--- config.mk ---
export PLATFORM = sky130hd
export DESIGN_NAME = direct_power_mode_transition
export DESIGN_NICKNAME = d
export VERILOG_FILES = /design/src/rtl/direct_power_mode_transition.v
export VERILOG_INCLUDE_DIRS = /design/src /design/src/rtl
export SDC_FILE = /design/constraint.sdc
export NUM_CORES = 1
export LEC_CHECK = 0
export ABC_AREA = 0
export BUFFER_PORTS_ARGS = -buffer_cell sky130_fd_sc_hd__buf_4
export CAP_MARGIN = 10
export CORE_ASPECT_RATIO = 1.75
export CORE_MARGIN = 2
export CORE_UTILIZATION = 25
export DETAILED_ROUTE_END_ITERATION = 10
export GPL_TIMING_DRIVEN = 0
export PLACE_DENSITY_LB_ADDON = 0.15
export SLEW_MARGIN = 20
export SYNTH_ARGS = -nofsm -noshare
export SYNTH_HDL_FRONTEND = slang
export SYNTH_SLANG_ARGS = --single-unit
--- constraint.sdc ---
create_clock -name clk -period 2.78 [get_ports clk]
set_input_delay 0.278 -clock clk [delete_from_list [all_inputs] [get_ports clk]]
set_output_delay 0.278 -clock clk [all_outputs]
set_load 0.03 [all_outputs]
--- src/rtl/power_mode_regs.vh ---
// Purpose: constants for the direct power-mode transition controller
// Assumes: one 125 MHz system clock; mode clocks are modelled as enable ticks
// Notes: state counts are in CPU or subclock states
`ifndef POWER_MODE_REGS_VH
`define POWER_MODE_REGS_VH
// ==========================================
// state counts
`define SLEEP_STATES 5'h02
`define INTERNAL_STATES 5'h01
`define EXCEPTION_STATES 5'h0e
// ==========================================
// operating modes
`define MODE_HIGH 2'h0
`define MODE_MEDIUM 2'h1
`define MODE_SUB 2'h2
`define MODE_WATCH 2'h3
// ==========================================
// wait table, oscillator states per standby_wait_select code
`define WAIT_0 14'h2000
`define WAIT_1 14'h1000
`define WAIT_2 14'h0800
`define WAIT_3 14'h0400
`define WAIT_4 14'h0200
`define WAIT_5 14'h0100
`define WAIT_6 14'h0080
`define WAIT_7 14'h0040
`endif

--- src/rtl/direct_power_mode_transition.v ---
// Purpose: direct transitions medium-speed to subactive and subactive to high-speed
// Assumes: osc_tick marks one oscillator state, sub_tick one subclock state,
//   cpu states follow osc_tick in active modes and sub_tick in subactive; logic on clk
// Notes: one clock of watch on the way down to subactive; one transition at a time
// Notes on behaviour
// - medium-speed, sleep with standby, low, watch and direct set: via watch into subactive
// - subactive, sleep with standby, watch set, low and medium clear, direct set
// - stay in watch for the selected oscillator wait before resuming high-speed
// - total time is sleep plus internal, then wait, then exception states
// - sleep is 2 states, internal 1, exception handling 14
// - pre-transition clock counts sleep and internal, post clock counts exception
// - transition completes only when exception handling is finished
`timescale 1ns/1ps
`default_nettype none
`include "power_mode_regs.vh"
module direct_power_mode_transition (
  input wire clk,
  input wire rst,
  input wire osc_tick,
  input wire sub_tick,
  input wire sleep_exec,
  input wire standby_select,
  input wire low_speed_on,
  input wire watch_mode_select,
  input wire direct_transition_on,
  input wire medium_speed_on,
  input wire [2:0] standby_wait_select,
  output reg [1:0] mode,
  output reg in_transition,
  output reg exception_active,
  output reg transition_done
);
// ==========================================
// sequencer states
localparam ST_IDLE = 3'h0;
localparam ST_SLEEP = 3'h1;
localparam ST_WAIT = 3'h2;
localparam ST_EXC = 3'h3;

// ==========================================
// registers
reg [2:0] state;
reg [4:0] state_count;
reg [13:0] wait_count;
reg [1:0] target;
reg [1:0] source;

// ==========================================
// next values, all settled by one combinational process
reg [2:0] next_state;
reg [4:0] next_state_count;
reg [13:0] next_wait_count;
reg [1:0] next_target;
reg [1:0] next_source;
reg [1:0] next_mode;
reg next_in_transition;
reg next_exception_active;
reg next_transition_done;

// ==========================================
// decode and tick selection
reg [13:0] wait_len;
wire to_sub;
wire to_high;
wire pre_tick;
wire post_tick;

// ==========================================
// transition request decode
// assumed: bits are stable when sleep_exec pulses
assign to_sub = (mode == `MODE_MEDIUM) && standby_select && low_speed_on &&
  watch_mode_select && direct_transition_on;
assign to_high = (mode == `MODE_SUB) && standby_select && watch_mode_select &&
  !low_speed_on && !medium_speed_on && direct_transition_on;
// medium-speed cpu states are osc states; subactive cpu states are sub states
assign pre_tick = (source == `MODE_SUB) ? sub_tick : osc_tick;
assign post_tick = (target == `MODE_SUB) ? sub_tick : osc_tick;

// ==========================================
// oscillator wait table, code 0 is the longest wait
always @*
begin
  case (standby_wait_select)
    3'h0: wait_len = `WAIT_0;
    3'h1: wait_len = `WAIT_1;
    3'h2: wait_len = `WAIT_2;
    3'h3: wait_len = `WAIT_3;
    3'h4: wait_len = `WAIT_4;
    3'h5: wait_len = `WAIT_5;
    3'h6: wait_len = `WAIT_6;
    default: wait_len = `WAIT_7;
  endcase
end
// ==========================================
// next-state logic; counters only move on their own mode's tick
always @*
begin
  // defaults hold every register; done is a one-clock pulse
  next_state = state;
  next_state_count = state_count;
  next_wait_count = wait_count;
  next_target = target;
  next_source = source;
  next_mode = mode;
  next_in_transition = in_transition;
  next_exception_active = exception_active;
  next_transition_done = 1'b0;

  case (state)
    ST_IDLE:
    begin
      // refused requests leave every output as it stands
      if (sleep_exec && (to_sub || to_high))
      begin
        next_source = mode;
        next_target = to_sub ? `MODE_SUB : `MODE_HIGH;
        next_wait_count = wait_len;
        next_state_count = `SLEEP_STATES + `INTERNAL_STATES;
        next_in_transition = 1'b1;
        next_state = ST_SLEEP;
      end
    end

    ST_SLEEP:
    begin
      // sleep and internal states run on the clock of the mode being left
      if (pre_tick)
      begin
        if (state_count == 5'h01)
        begin
          next_mode = `MODE_WATCH;
          next_state = ST_WAIT;
        end
        else
          next_state_count = state_count - 5'h01;
      end
    end

    ST_WAIT:
    begin
      if (target == `MODE_SUB)
      begin
        // no oscillator wait going down: watch lasts a single clock
        next_mode = `MODE_SUB;
        next_state_count = `EXCEPTION_STATES;
        next_exception_active = 1'b1;
        next_state = ST_EXC;
      end
      else if (osc_tick)
      begin
        if (wait_count == 14'h0001)
        begin
          next_mode = `MODE_HIGH;
          next_state_count = `EXCEPTION_STATES;
          next_exception_active = 1'b1;
          next_state = ST_EXC;
        end
        else
          next_wait_count = wait_count - 14'h0001;
      end
    end

    ST_EXC:
    begin
      // handling states count on the clock of the mode just entered
      if (post_tick)
      begin
        if (state_count == 5'h01)
        begin
          next_exception_active = 1'b0;
          next_in_transition = 1'b0;
          next_transition_done = 1'b1;
          next_state = ST_IDLE;
        end
        else
          next_state_count = state_count - 5'h01;
      end
    end

    default:
      next_state = ST_IDLE;
  endcase
end

// ==========================================
// sequencer registers
always @(posedge clk or posedge rst)
begin
  if (rst)
  begin
    state <= ST_IDLE;
    state_count <= 5'h00;
    wait_count <= 14'h0000;
    target <= `MODE_HIGH;
    source <= `MODE_HIGH;
  end
  else
  begin
    state <= next_state;
    state_count <= next_state_count;
    wait_count <= next_wait_count;
    target <= next_target;
    source <= next_source;
  end
end

// ==========================================
// outputs, each straight from a flip-flop; reset leaves medium-speed mode
always @(posedge clk or posedge rst)
begin
  if (rst)
  begin
    mode <= `MODE_MEDIUM;
    in_transition <= 1'b0;
    exception_active <= 1'b0;
    transition_done <= 1'b0;
  end
  else
  begin
    mode <= next_mode;
    in_transition <= next_in_transition;
    exception_active <= next_exception_active;
    transition_done <= next_transition_done;
  end
end

endmodule
`default_nettype wire

==> flow_metrics.tcl, run 1 <==
set metrics [dict create \
    rr_startpoint "state[0]" \
    worst_setup_path_end_kind "register" \
    hold_viol 0 \
    numPortBuffers 17 \
    clock_path_buffers 2 \
    path_clk_slew_ns 0.05 \
    cts_tree "built" \
    synthArstFlopShare_pct 100 \
    vias 1731 \
    fp.dieW_um 70.6 \
    ir_worst_vdd_uv 451 \
    setup_tns_ns 0 \
    cts_buffers 5 \
    p_per_area_mw_per_mm2 1150 \
    antenna_found_initial 0 \
    synth_edf_count 0 \
    place_area_mm2 0.00218 \
    area_growth_pct 20.6 \
    critical_path.max_fanout 8 \
    first_global_vias 1785 \
    cts.sinks 29 \
    grt_pass1_wl_um 8870 \
    synth_area_mm2 0.00194 \
    netlist_instances 212 \
    post-route-min-period_ns 2.56 \
    hold_path_class "in2async" \
    outcome "finished, final reports clean" \
    routed_wirelength_um 5470 \
    drive_gt1_share_pct 17.4 \
    startpoint "state[0]" \
    finClkSkew_ns 0.00345 \
    ios 18 \
    die_area_mm2 0.00851 \
    dieHeight_um 121 \
    fill_cells 842 \
    yosysSeqAreaShare_pct 37.5 \
    insertion_delay_ns 0.28 \
    drtIter0Drc 102 \
    synth_cell_types 54 \
    yosys_warnings 0 \
    max_slew.worst_pin.slew_ns 0.787 \
    design_area_mm2 0.00234 \
    coreArea_mm2 0.00757 \
    syn_area_per_cell_um2 9.15 \
    cp_common_cell "inv_1" \
    slew_headroom_pct 47.1 \
    dpl.hpwl_um 4070 \
    gp_congestion 0.841 \
    fin_hold_ws_ns 0.0920 \
    rows 42 \
    slew_viol_final 0 \
    grt_max_degree 30 \
    diodes 0 \
    ant_nets 0 \
    slowest_stage "dfrtp_1" \
    synth.net_count 233 \
    htree_levels 2 \
    cts-root-buf "clkbuf_16" \
    cp-start-kind "register" \
    routed_via_density 5.34 \
    dp_slack_ns 0.208 \
    fmaxAchievable_ghz 0.390 \
    route.detailed.drc 0 \
    setup_viol 0 \
    start_util_pct 25.6 \
    power.leakage_uw 0.00100 \
    grt_overflow_total 0 \
    period_share_pct 92.2 \
    crit_required_ns 2.94 \
    synth_ff_type "dfrtp_1" \
    grt_usage_pct 13.5 \
    post_cts_buffers 0 \
    rsz0062_at_grt "false" \
    arrival_ns 2.73 \
    worst_slack_ns 0.217 \
    drt_pass1_iterations 4 \
    synth-seq-cells 29 \
    maxCapViolations 0 \
    critical_path.cell_chain "inv_1 > ha_1 > inv_1 > nor2_1 > a211o_1 > or3_4 > a221o_1" \
    fin_nets 257 \
    critPathKind "reg2reg" \
    wl_per_cell_um 16.9 \
    critPathMaxStageDelay_ns 0.46 \
]
[power by group]
part	total (uW)	internal [uW]	switching, uW
registers	733	565	168
clock network	551	351	199
logic	1420	562	856
[critical path, delay by kind of cell, from the launching register on]
| kind | cells | cell delay (ns) |
|---|---|---|
| fa+ha+maj | 1 | 0.26 |
| compound gates | 2 | 0.73 |
| buf+inv | 2 | 0.38 |
| flops | 1 | 0.46 |
| simple gates | 2 | 0.61 |
[stage by stage]
step | util (%) | instances | power (uW)
floorplan | - | 212 | 1770
global placement | 28.8 | 317 | 2160
detailed placement | 28.9 | 317 | 2160
CTS | 30.8 | 324 | 2720
global route | 30.9 | 324 | 2900
finish | 30.9 | 324 | 2700
[cells in the final DEF, fill, tap and decap left out, types with 2 or more instances in the layout]
cell / instances
a21oi_1: 8
a311oi_1: 4
a31o_2: 2
a31oi_1: 3
a32o_1: 3
a41o_1: 3
and3_1: 2
buf_2: 2
buf_4: 17
clkbuf_1: 3
clkbuf_16: 5
dfrtp_1: 28
ha_1: 8
inv_1: 16
mux2_2: 5
mux2i_1: 3
nand2_1: 13
nand2b_1: 4
nand3_1: 9
nand4_1: 4
nor2_1: 23
nor2b_1: 6
nor3_1: 8
nor3b_1: 4
nor4_1: 2
o211ai_1: 3
o21ai_0: 10
o2bb2ai_1: 5
o41ai_1: 2
or3_1: 2
[synth_stat cells, drive strengths merged, types with 4 or more instances]
| cell type | count | area, um^2 |
|---|---|---|
| a21oi | 8 | 40.0 |
| a311oi | 4 | 35.0 |
| dfrtp | 28 | 701 |
| ha | 8 | 100 |
| inv | 17 | 63.8 |
| mux2 | 5 | 56.3 |
| nand2 | 13 | 48.8 |
| nand2b | 4 | 25.0 |
| nand3 | 9 | 45.0 |
| nand4 | 5 | 37.5 |
| nor2 | 23 | 86.3 |
| nor2b | 6 | 37.5 |
| nor3 | 9 | 56.3 |
| nor3b | 4 | 30.0 |
| o21ai | 10 | 50.1 |
| o2bb2ai | 5 | 43.8 |
[final timing paths]
check                                 end  slack [ns]  depth (start not counted)
max                        state_count[4]        0.22                          7
min in group clk           wait_count[13]        0.39                          4
min                         wait_count[5]        0.09                          2
max in group asynchronous       source[1]        2.26                          2
min reg2reg                     source[0]        0.50                          2
max reg2reg                state_count[4]        0.22                          7
[timing repair]
action / in CTS / in global routing
hold buffers: 0 / 0
hold endpoints to repair: 0 / 0
setup endpoints to repair: 0 / 3
gates resized for setup: 0 / 1
[cells by family (layout without fill, tap and decap cells)]
| group | Yosys count | count (layout) | share of synthesized area (%) |
|---|---|---|---|
| AOI/OAI and AO/OA | 57 | 57 | 22.2 |
| muxes | 8 | 8 | 4.45 |
| and+or+nand+nor | 88 | 88 | 26.4 |
| DFF | 29 | 29 | 37.5 |
| buffers and inverters | 22 | 46 | 4.38 |
| adders and majority gates | 8 | 8 | 5.16 |
[area by class of cell]
| cell class | count | area, um^2 | share of cell area [%] |
|---|---|---|---|
| inverter | 17 | 63.8 | 2.73 |
| clock buffer | 7 | 143 | 6.10 |
| tap | 88 | 110 | 4.71 |
| timing repair buffer | 17 | 128 | 5.45 |
| buffer | 5 | 21.3 | 0.909 |
| multi-input combinational | 161 | 1150 | 49.0 |
| sequential | 29 | 727 | 31.1 |
[registers in the layout (all words and copies together) (netlist names)]
| signal | cells |
|---|---|
| in_transition | 1 |
| wait_count | 14 |
| state | 2 |
| state_count | 5 |
| transition_done | 1 |
| target | 1 |
| source | 2 |
| exception_active | 1 |
| mode | 2 |
[routing by layer]
metal  part of all wire (%)  global-route usage, %  vias to the layer above
met5                      0                      0                        -
met4                    2.4                   6.25                        0
met3                    3.5                   3.00                        9
met2                     56                   25.7                       37
met1                     38                   13.7                      839
li1                       -                      -                      846
Power figures use the tool's default switching activity.
==> run 2, diff against run 1 <==
ABC_AREA = 1   (was 0)
==> run 2 against run 1 <==
Effect of this change: first-iteration DRC count down 17%; area after synthesis is 12% higher; clock skew grew 0.0029 ns; count of clock-buffer cells in the layout grew 1; register-to-register slack better by 0.54 ns; utilization fell by 0.52 points; critical path depth is 1 higher; clock power fell by 0.7%; critical path type unchanged.
==> flow_metrics.tcl, run 2 <==
set metrics [dict create \
    period_share_pct 72.7 \
    grt_usage_pct 14.0 \
    grt_max_degree 30 \
    htree_levels 2 \
    syn_area_per_cell_um2 6.32 \
    instances_no_fill 487 \
    vias 2149 \
    grt.met2_usage_pct 25.4 \
    ant_nets 0 \
    synth.net_count 366 \
    yosys.area.top_type "dfrtp_1" \
    final_cell_mix "nand2_1, nor2_1, inv_1" \
    drt_pass1_iterations 4 \
    dpl.hpwl_um 4680 \
    post-route-min-period_ns 2.02 \
    first_global_vias 2015 \
    numPortBuffers 17 \
    critPathKind "reg2reg" \
    fp.dieW_um 74.6 \
    wl_per_cell_um 12.3 \
    synth_commonest_cells "nand2_1, nor2_1, inv_1" \
    slowest_stage "nor2_1" \
    fin_hold_ws_ns 0.0987 \
    coreArea_mm2 0.00856 \
    netlist_instances 345 \
    cts_buffers 5 \
    p_per_area_mw_per_mm2 388 \
    cts_resized 0 \
    synth_edf_count 0 \
    synth_most_common_cell "nand2_1" \
    critPathMaxStageDelay_ns 0.47 \
    setup_viol 0 \
    reg.largest.list "wait_count x14, state_count x5" \
    crit_required_ns 3.00 \
    critical_path.cell_chain "inv_1 > ha_1 > nor2_1 > inv_1 > nand3_1 > nor2_1 > nand2_1 > nand2_1" \
    cts_tree "built" \
    outcome "finished, final reports clean" \
    rows 45 \
    die_area_mm2 0.00952 \
    cp-start-kind "register" \
    gp_congestion 0.789 \
    drive_gt1_share_pct 11.4 \
    max_slew.worst_pin.slew_ns 0.649 \
    insertion_delay_ns 0.28 \
    ir_worst_vdd_uv 280 \
    routed_via_density 4.41 \
    critPathTopFamily "simple AND/OR/NAND/NOR gates" \
    worst_setup_path_end_kind "register" \
    design_area_mm2 0.00260 \
    crit_buf_inv 2 \
    place_area_mm2 0.00245 \
    hold_viol 0 \
    synthArstFlopShare_pct 100 \
    use_met3_pct 2.84 \
    ios 18 \
    slew_viol_final 0 \
    maxCapViolations 0 \
    grt_pass1_wl_um 9830 \
    largest_reg_flops 14 \
    antenna_found_initial 0 \
    synth_ff_type "dfrtp_1" \
    fin_nets 390 \
    diodes 0 \
    rr_worst_depth 8 \
    setup_tns_ns 0 \
    drtIter0Drc 85 \
    synth_top_area_share_pct 32.1 \
    dp.cells 479 \
    path_clk_slew_ns 0.05 \
    synth_cell_types 25 \
    area_growth_pct 19.3 \
    power.leakage_uw 0.00146 \
    synth_area_mm2 0.00218 \
    grt_use_met1_pct 14.6 \
    synth-seq-cells 29 \
    hold_buffers 0 \
    cts.sinks 29 \
    slew_headroom_pct 56.7 \
    arrival_ns 2.24 \
    dieHeight_um 128 \
    routed_wirelength_um 6000 \
    route.detailed.drc 0 \
    finClkSkew_ns 0.00636 \
    largest-register "wait_count" \
    ys_top_cells_by_area "dfrtp_1, nand2_1, nor2_1" \
    mostFrequentLayoutCell "nand2_1" \
    start_util_pct 25.5 \
    crit_cells 8 \
    cts-root-buf "clkbuf_16" \
    yosys_warnings 0 \
    finalPower_uw 1010 \
    grt_overflow_total 0 \
    rsz0062_at_grt "false" \
    hold_path_class "in2async" \
    fmaxAchievable_ghz 0.495 \
    grt-busiest-layer "met2" \
    yosysSeqAreaShare_pct 33.3 \
    clock_path_buffers 2 \
    critical_path.max_fanout 7 \
    post_cts_buffers 0 \
]
## run 2: changes by cell type after synthesis, sizes merged, moves of 5 or more
cell / change
nand2: +122
inv: +28
nor2: +28
nand3: +27
nor3: -7
nor2b: -6
mux2: -5
nand4: +5
o2bb2ai: -5
## run 2: worst register-to-register path: stages (launching register included)
cell     delay (ns)
dfrtp_1        0.45
inv_1          0.15
ha_1           0.35
nor2_1         0.11
inv_1          0.12
nand3_1        0.11
nor2_1         0.47
nand2_1        0.12
nand2_1        0.08
## run 2: kinds of logic (layout without fill, tap and decap cells)
group / count (synthesis) / count (layout) / share of synthesized area, %
AND/OR/NAND/NOR: 235 / 235 / 46.3
buffers and inverters: 51 / 76 / 10.1
flip-flops: 29 / 29 / 33.3
AO/OA/AOI/OAI: 21 / 21 / 5.28
adder cells (fa/ha/maj): 8 / 8 / 4.59
XOR/XNOR: 1 / 1 / 0.402
## run 2: metal layers
layer  part of all wire, %  up-vias  routed length (um)
met5                     0        -                   0
met4                   2.6        0                 157
met3                   2.1       10                 126
met2                    56       29                3380
met1                    39      987                2340
li1                      -     1123                   -
## run 2: path summary, 6_finish.rpt
kind / from / endpoint / slack [ns]
min in group clk: sub_tick / transition_done / 0.31
max in group asynchronous: rst / wait_count[11] / 2.26
max: state[0] / wait_count[10] / 0.76
min: rst / state[1] / 0.1
max reg2reg: state[0] / wait_count[10] / 0.76
min reg2reg: state_count[1] / state_count[1] / 0.47
## run 2: cell type report
type / instances / area [um^2]
inverters: 45 / 169
flip-flops and latches: 29 / 727
repair buffers: 17 / 128
multi-input cells: 265 / 1230
well taps: 117 / 146
fillers: 1004 / 5960
clock buffers: 8 / 146
plain buffers: 6 / 51.3
## run 2: power by group
group / internal (uW) / switching (uW)
Combinational: 15.6 / 23.4
Clock: 356 / 190
Sequential: 423 / 0
Total: 795 / 214
## run 2: metrics by stage
step           util, %  worst slack (ns)
2_1_floorplan        -              1.16
4_1_cts           30.4             0.725
3_5_place_dp      28.7             0.744
3_3_place_gp      28.7             0.712
5_1_grt           30.4             0.502
6_report          30.4             0.760
==> run 3, diff against run 2 <==
clock period = 1.9 ns   (was 2.78 ns; I/O delays follow)
==> run 3 against run 2 <==
Effect of this change: sequential cell count stayed put; cell count stayed put; clock power is 46% higher; register-to-register slack worse by 0.60 ns; non-clock buffer count stayed put; utilization is 0.25 points higher; count of clock-buffer cells in the layout stayed put; routed wire length is 0.23% lower; final area is 0.82% higher; clock skew hardly changed; hold slack worse by 0.086 ns; die area stayed put.
==> flow_metrics.tcl, run 3 (same netlist as run 2, synthesis figures left out) <==
set metrics [dict create \
    cp_common_cell "nand2_1" \
    rsz0062_at_grt "false" \
    critPathKind "reg2reg" \
    routed_wirelength_um 5990 \
    hold_viol 0 \
    ir_worst_vdd_uv 409 \
    slowest_stage "dfrtp_2" \
    ios 18 \
    critPathMaxStageDelay_ns 0.45 \
    insertion_delay_ns 0.28 \
    fin_nets 390 \
    outcome "finished, final reports clean" \
    vias 2159 \
    routed_via_density 4.43 \
    use_met3_pct 2.84 \
    drtIter0Drc 80 \
    critical_path.cell_chain "ha_1 > buf_2 > nor2_2 > o21ai_1 > nor2_4 > nand3_4 > nand2_1 > nand2_1" \
    maxCapViolations 0 \
    finClkSkew_ns 0.00666 \
    fp.dieW_um 74.6 \
    path_clk_slew_ns 0.05 \
    dpl.hpwl_um 4680 \
    arrival_ns 1.91 \
    route.detailed.drc 0 \
    grt.met2_usage_pct 25.5 \
    critical_path.max_fanout 9 \
    grt_use_met1_pct 14.6 \
    ant_nets 0 \
    cp-start-kind "register" \
    grt-busiest-layer "met2" \
    dieHeight_um 128 \
    htree_levels 2 \
    largest-register "wait_count" \
    antenna_found_initial 0 \
    power.leakage_uw 0.00146 \
    cts_tree "built" \
    grt_overflow_total 0 \
    slew_viol_final 0 \
    post-route-min-period_ns 1.74 \
    coreArea_mm2 0.00856 \
    fin_util_pct 30.6 \
    cts.sinks 29 \
    final_cell_mix "nand2_1, nor2_1, inv_1" \
    grt_max_degree 30 \
    worst_setup_path_end_kind "register" \
    period_share_pct 91.7 \
    clock_path_buffers 2 \
    grt_usage_pct 14.0 \
    drive_gt1_share_pct 13.0 \
    first_global_vias 2023 \
    largest_reg_flops 14 \
    start_util_pct 25.5 \
    setup_viol 0 \
    mostFrequentLayoutCell "nand2_1" \
    rows 45 \
    fmaxAchievable_ghz 0.574 \
    gp_congestion 0.789 \
    max_slew.worst_pin.slew_ns 0.653 \
    wl_per_cell_um 12.3 \
    drt_pass1_iterations 4 \
    cts-root-buf "clkbuf_16" \
    die_area_mm2 0.00952 \
    hold_path_class "in2async" \
    reg.largest.list "wait_count x14, state_count x5" \
    grt_pass1_wl_um 9840 \
    p_per_area_mw_per_mm2 562 \
    slew_headroom_pct 56.4 \
    crit_required_ns 2.06 \
    cts_buffers 5 \
    area_growth_pct 20.3 \
    diodes 0 \
    hold_buffers 0 \
    post_cts_buffers 0 \
    numPortBuffers 17 \
    finalPower_uw 1470 \
]
## run 3: cell counts in the layout (fill, tap and decap cells not counted)
Identical to the previous run, type by type.
## run 3: path summary, 6_finish.rpt
path / startpoint / to / slack, ns / cells after the start
worst max-delay path: state[0] / state_count[1] / 0.16 / 8
worst min-delay path: rst / state[1] / 0.01 / 2
worst max register to register: state[0] / state_count[1] / 0.16 / 8
worst min register to register: state_count[1] / state_count[1] / 0.47 / 2
max in group asynchronous: rst / state[0] / 1.43 / 2
min in group clk: sub_tick / transition_done / 0.22 / 3
## run 3: what timing repair did
item / 4_1_cts / 5_1_grt
pin swaps: 0 / 0
endpoints found under the setup margin: 14 / 14
gates resized for setup: 2 / 5
gates cloned: 0 / 0
## run 3: worst max-delay path, delay by kind of cell (launching register included)
kind / cells / cell delay, ns
AOI/OAI and AO/OA: 1 / 0.14
adders and majority gates: 1 / 0.20
buffers and inverters: 1 / 0.17
and+or+nand+nor: 5 / 0.66
DFF: 1 / 0.45
## run 3: metrics by stage
step                setup WS [ns]  hold slack (ns)  instance area [um^2]  cells  setup TNS [ns]
floorplan                   0.278            0.267                  2180    345               0
global placement           -0.168            0.454                  2450    479           -1.14
detailed placement         -0.136            0.342                  2450    479          -0.937
CTS                        0.0393           0.0431                  2610    487               0
global route              0.00565           0.0905                  2620    487               0
finish                      0.157           0.0126                  2620    487               0
## run 3: per-layer routing
metal	up-vias	part of all wire, %
li1	1121	-
met1	988	38
met2	40	56
met3	10	2.8
met4	0	2.6
met5	-	0
## run 3: layout make-up
class / instances / area [um^2]
plain buffers: 6 / 51.3
well taps: 117 / 146
clock buffers: 8 / 146
fillers: 999 / 5940
repair buffers: 17 / 128
multi-input cells: 265 / 1250
flip-flops and latches: 29 / 728
inverters: 45 / 169
## run 3: where the power goes
part | switching [uW] | internal [uW]
logic | 34.1 | 22.9
clock network | 277 | 521
registers | 0 | 619
total | 311 | 1160
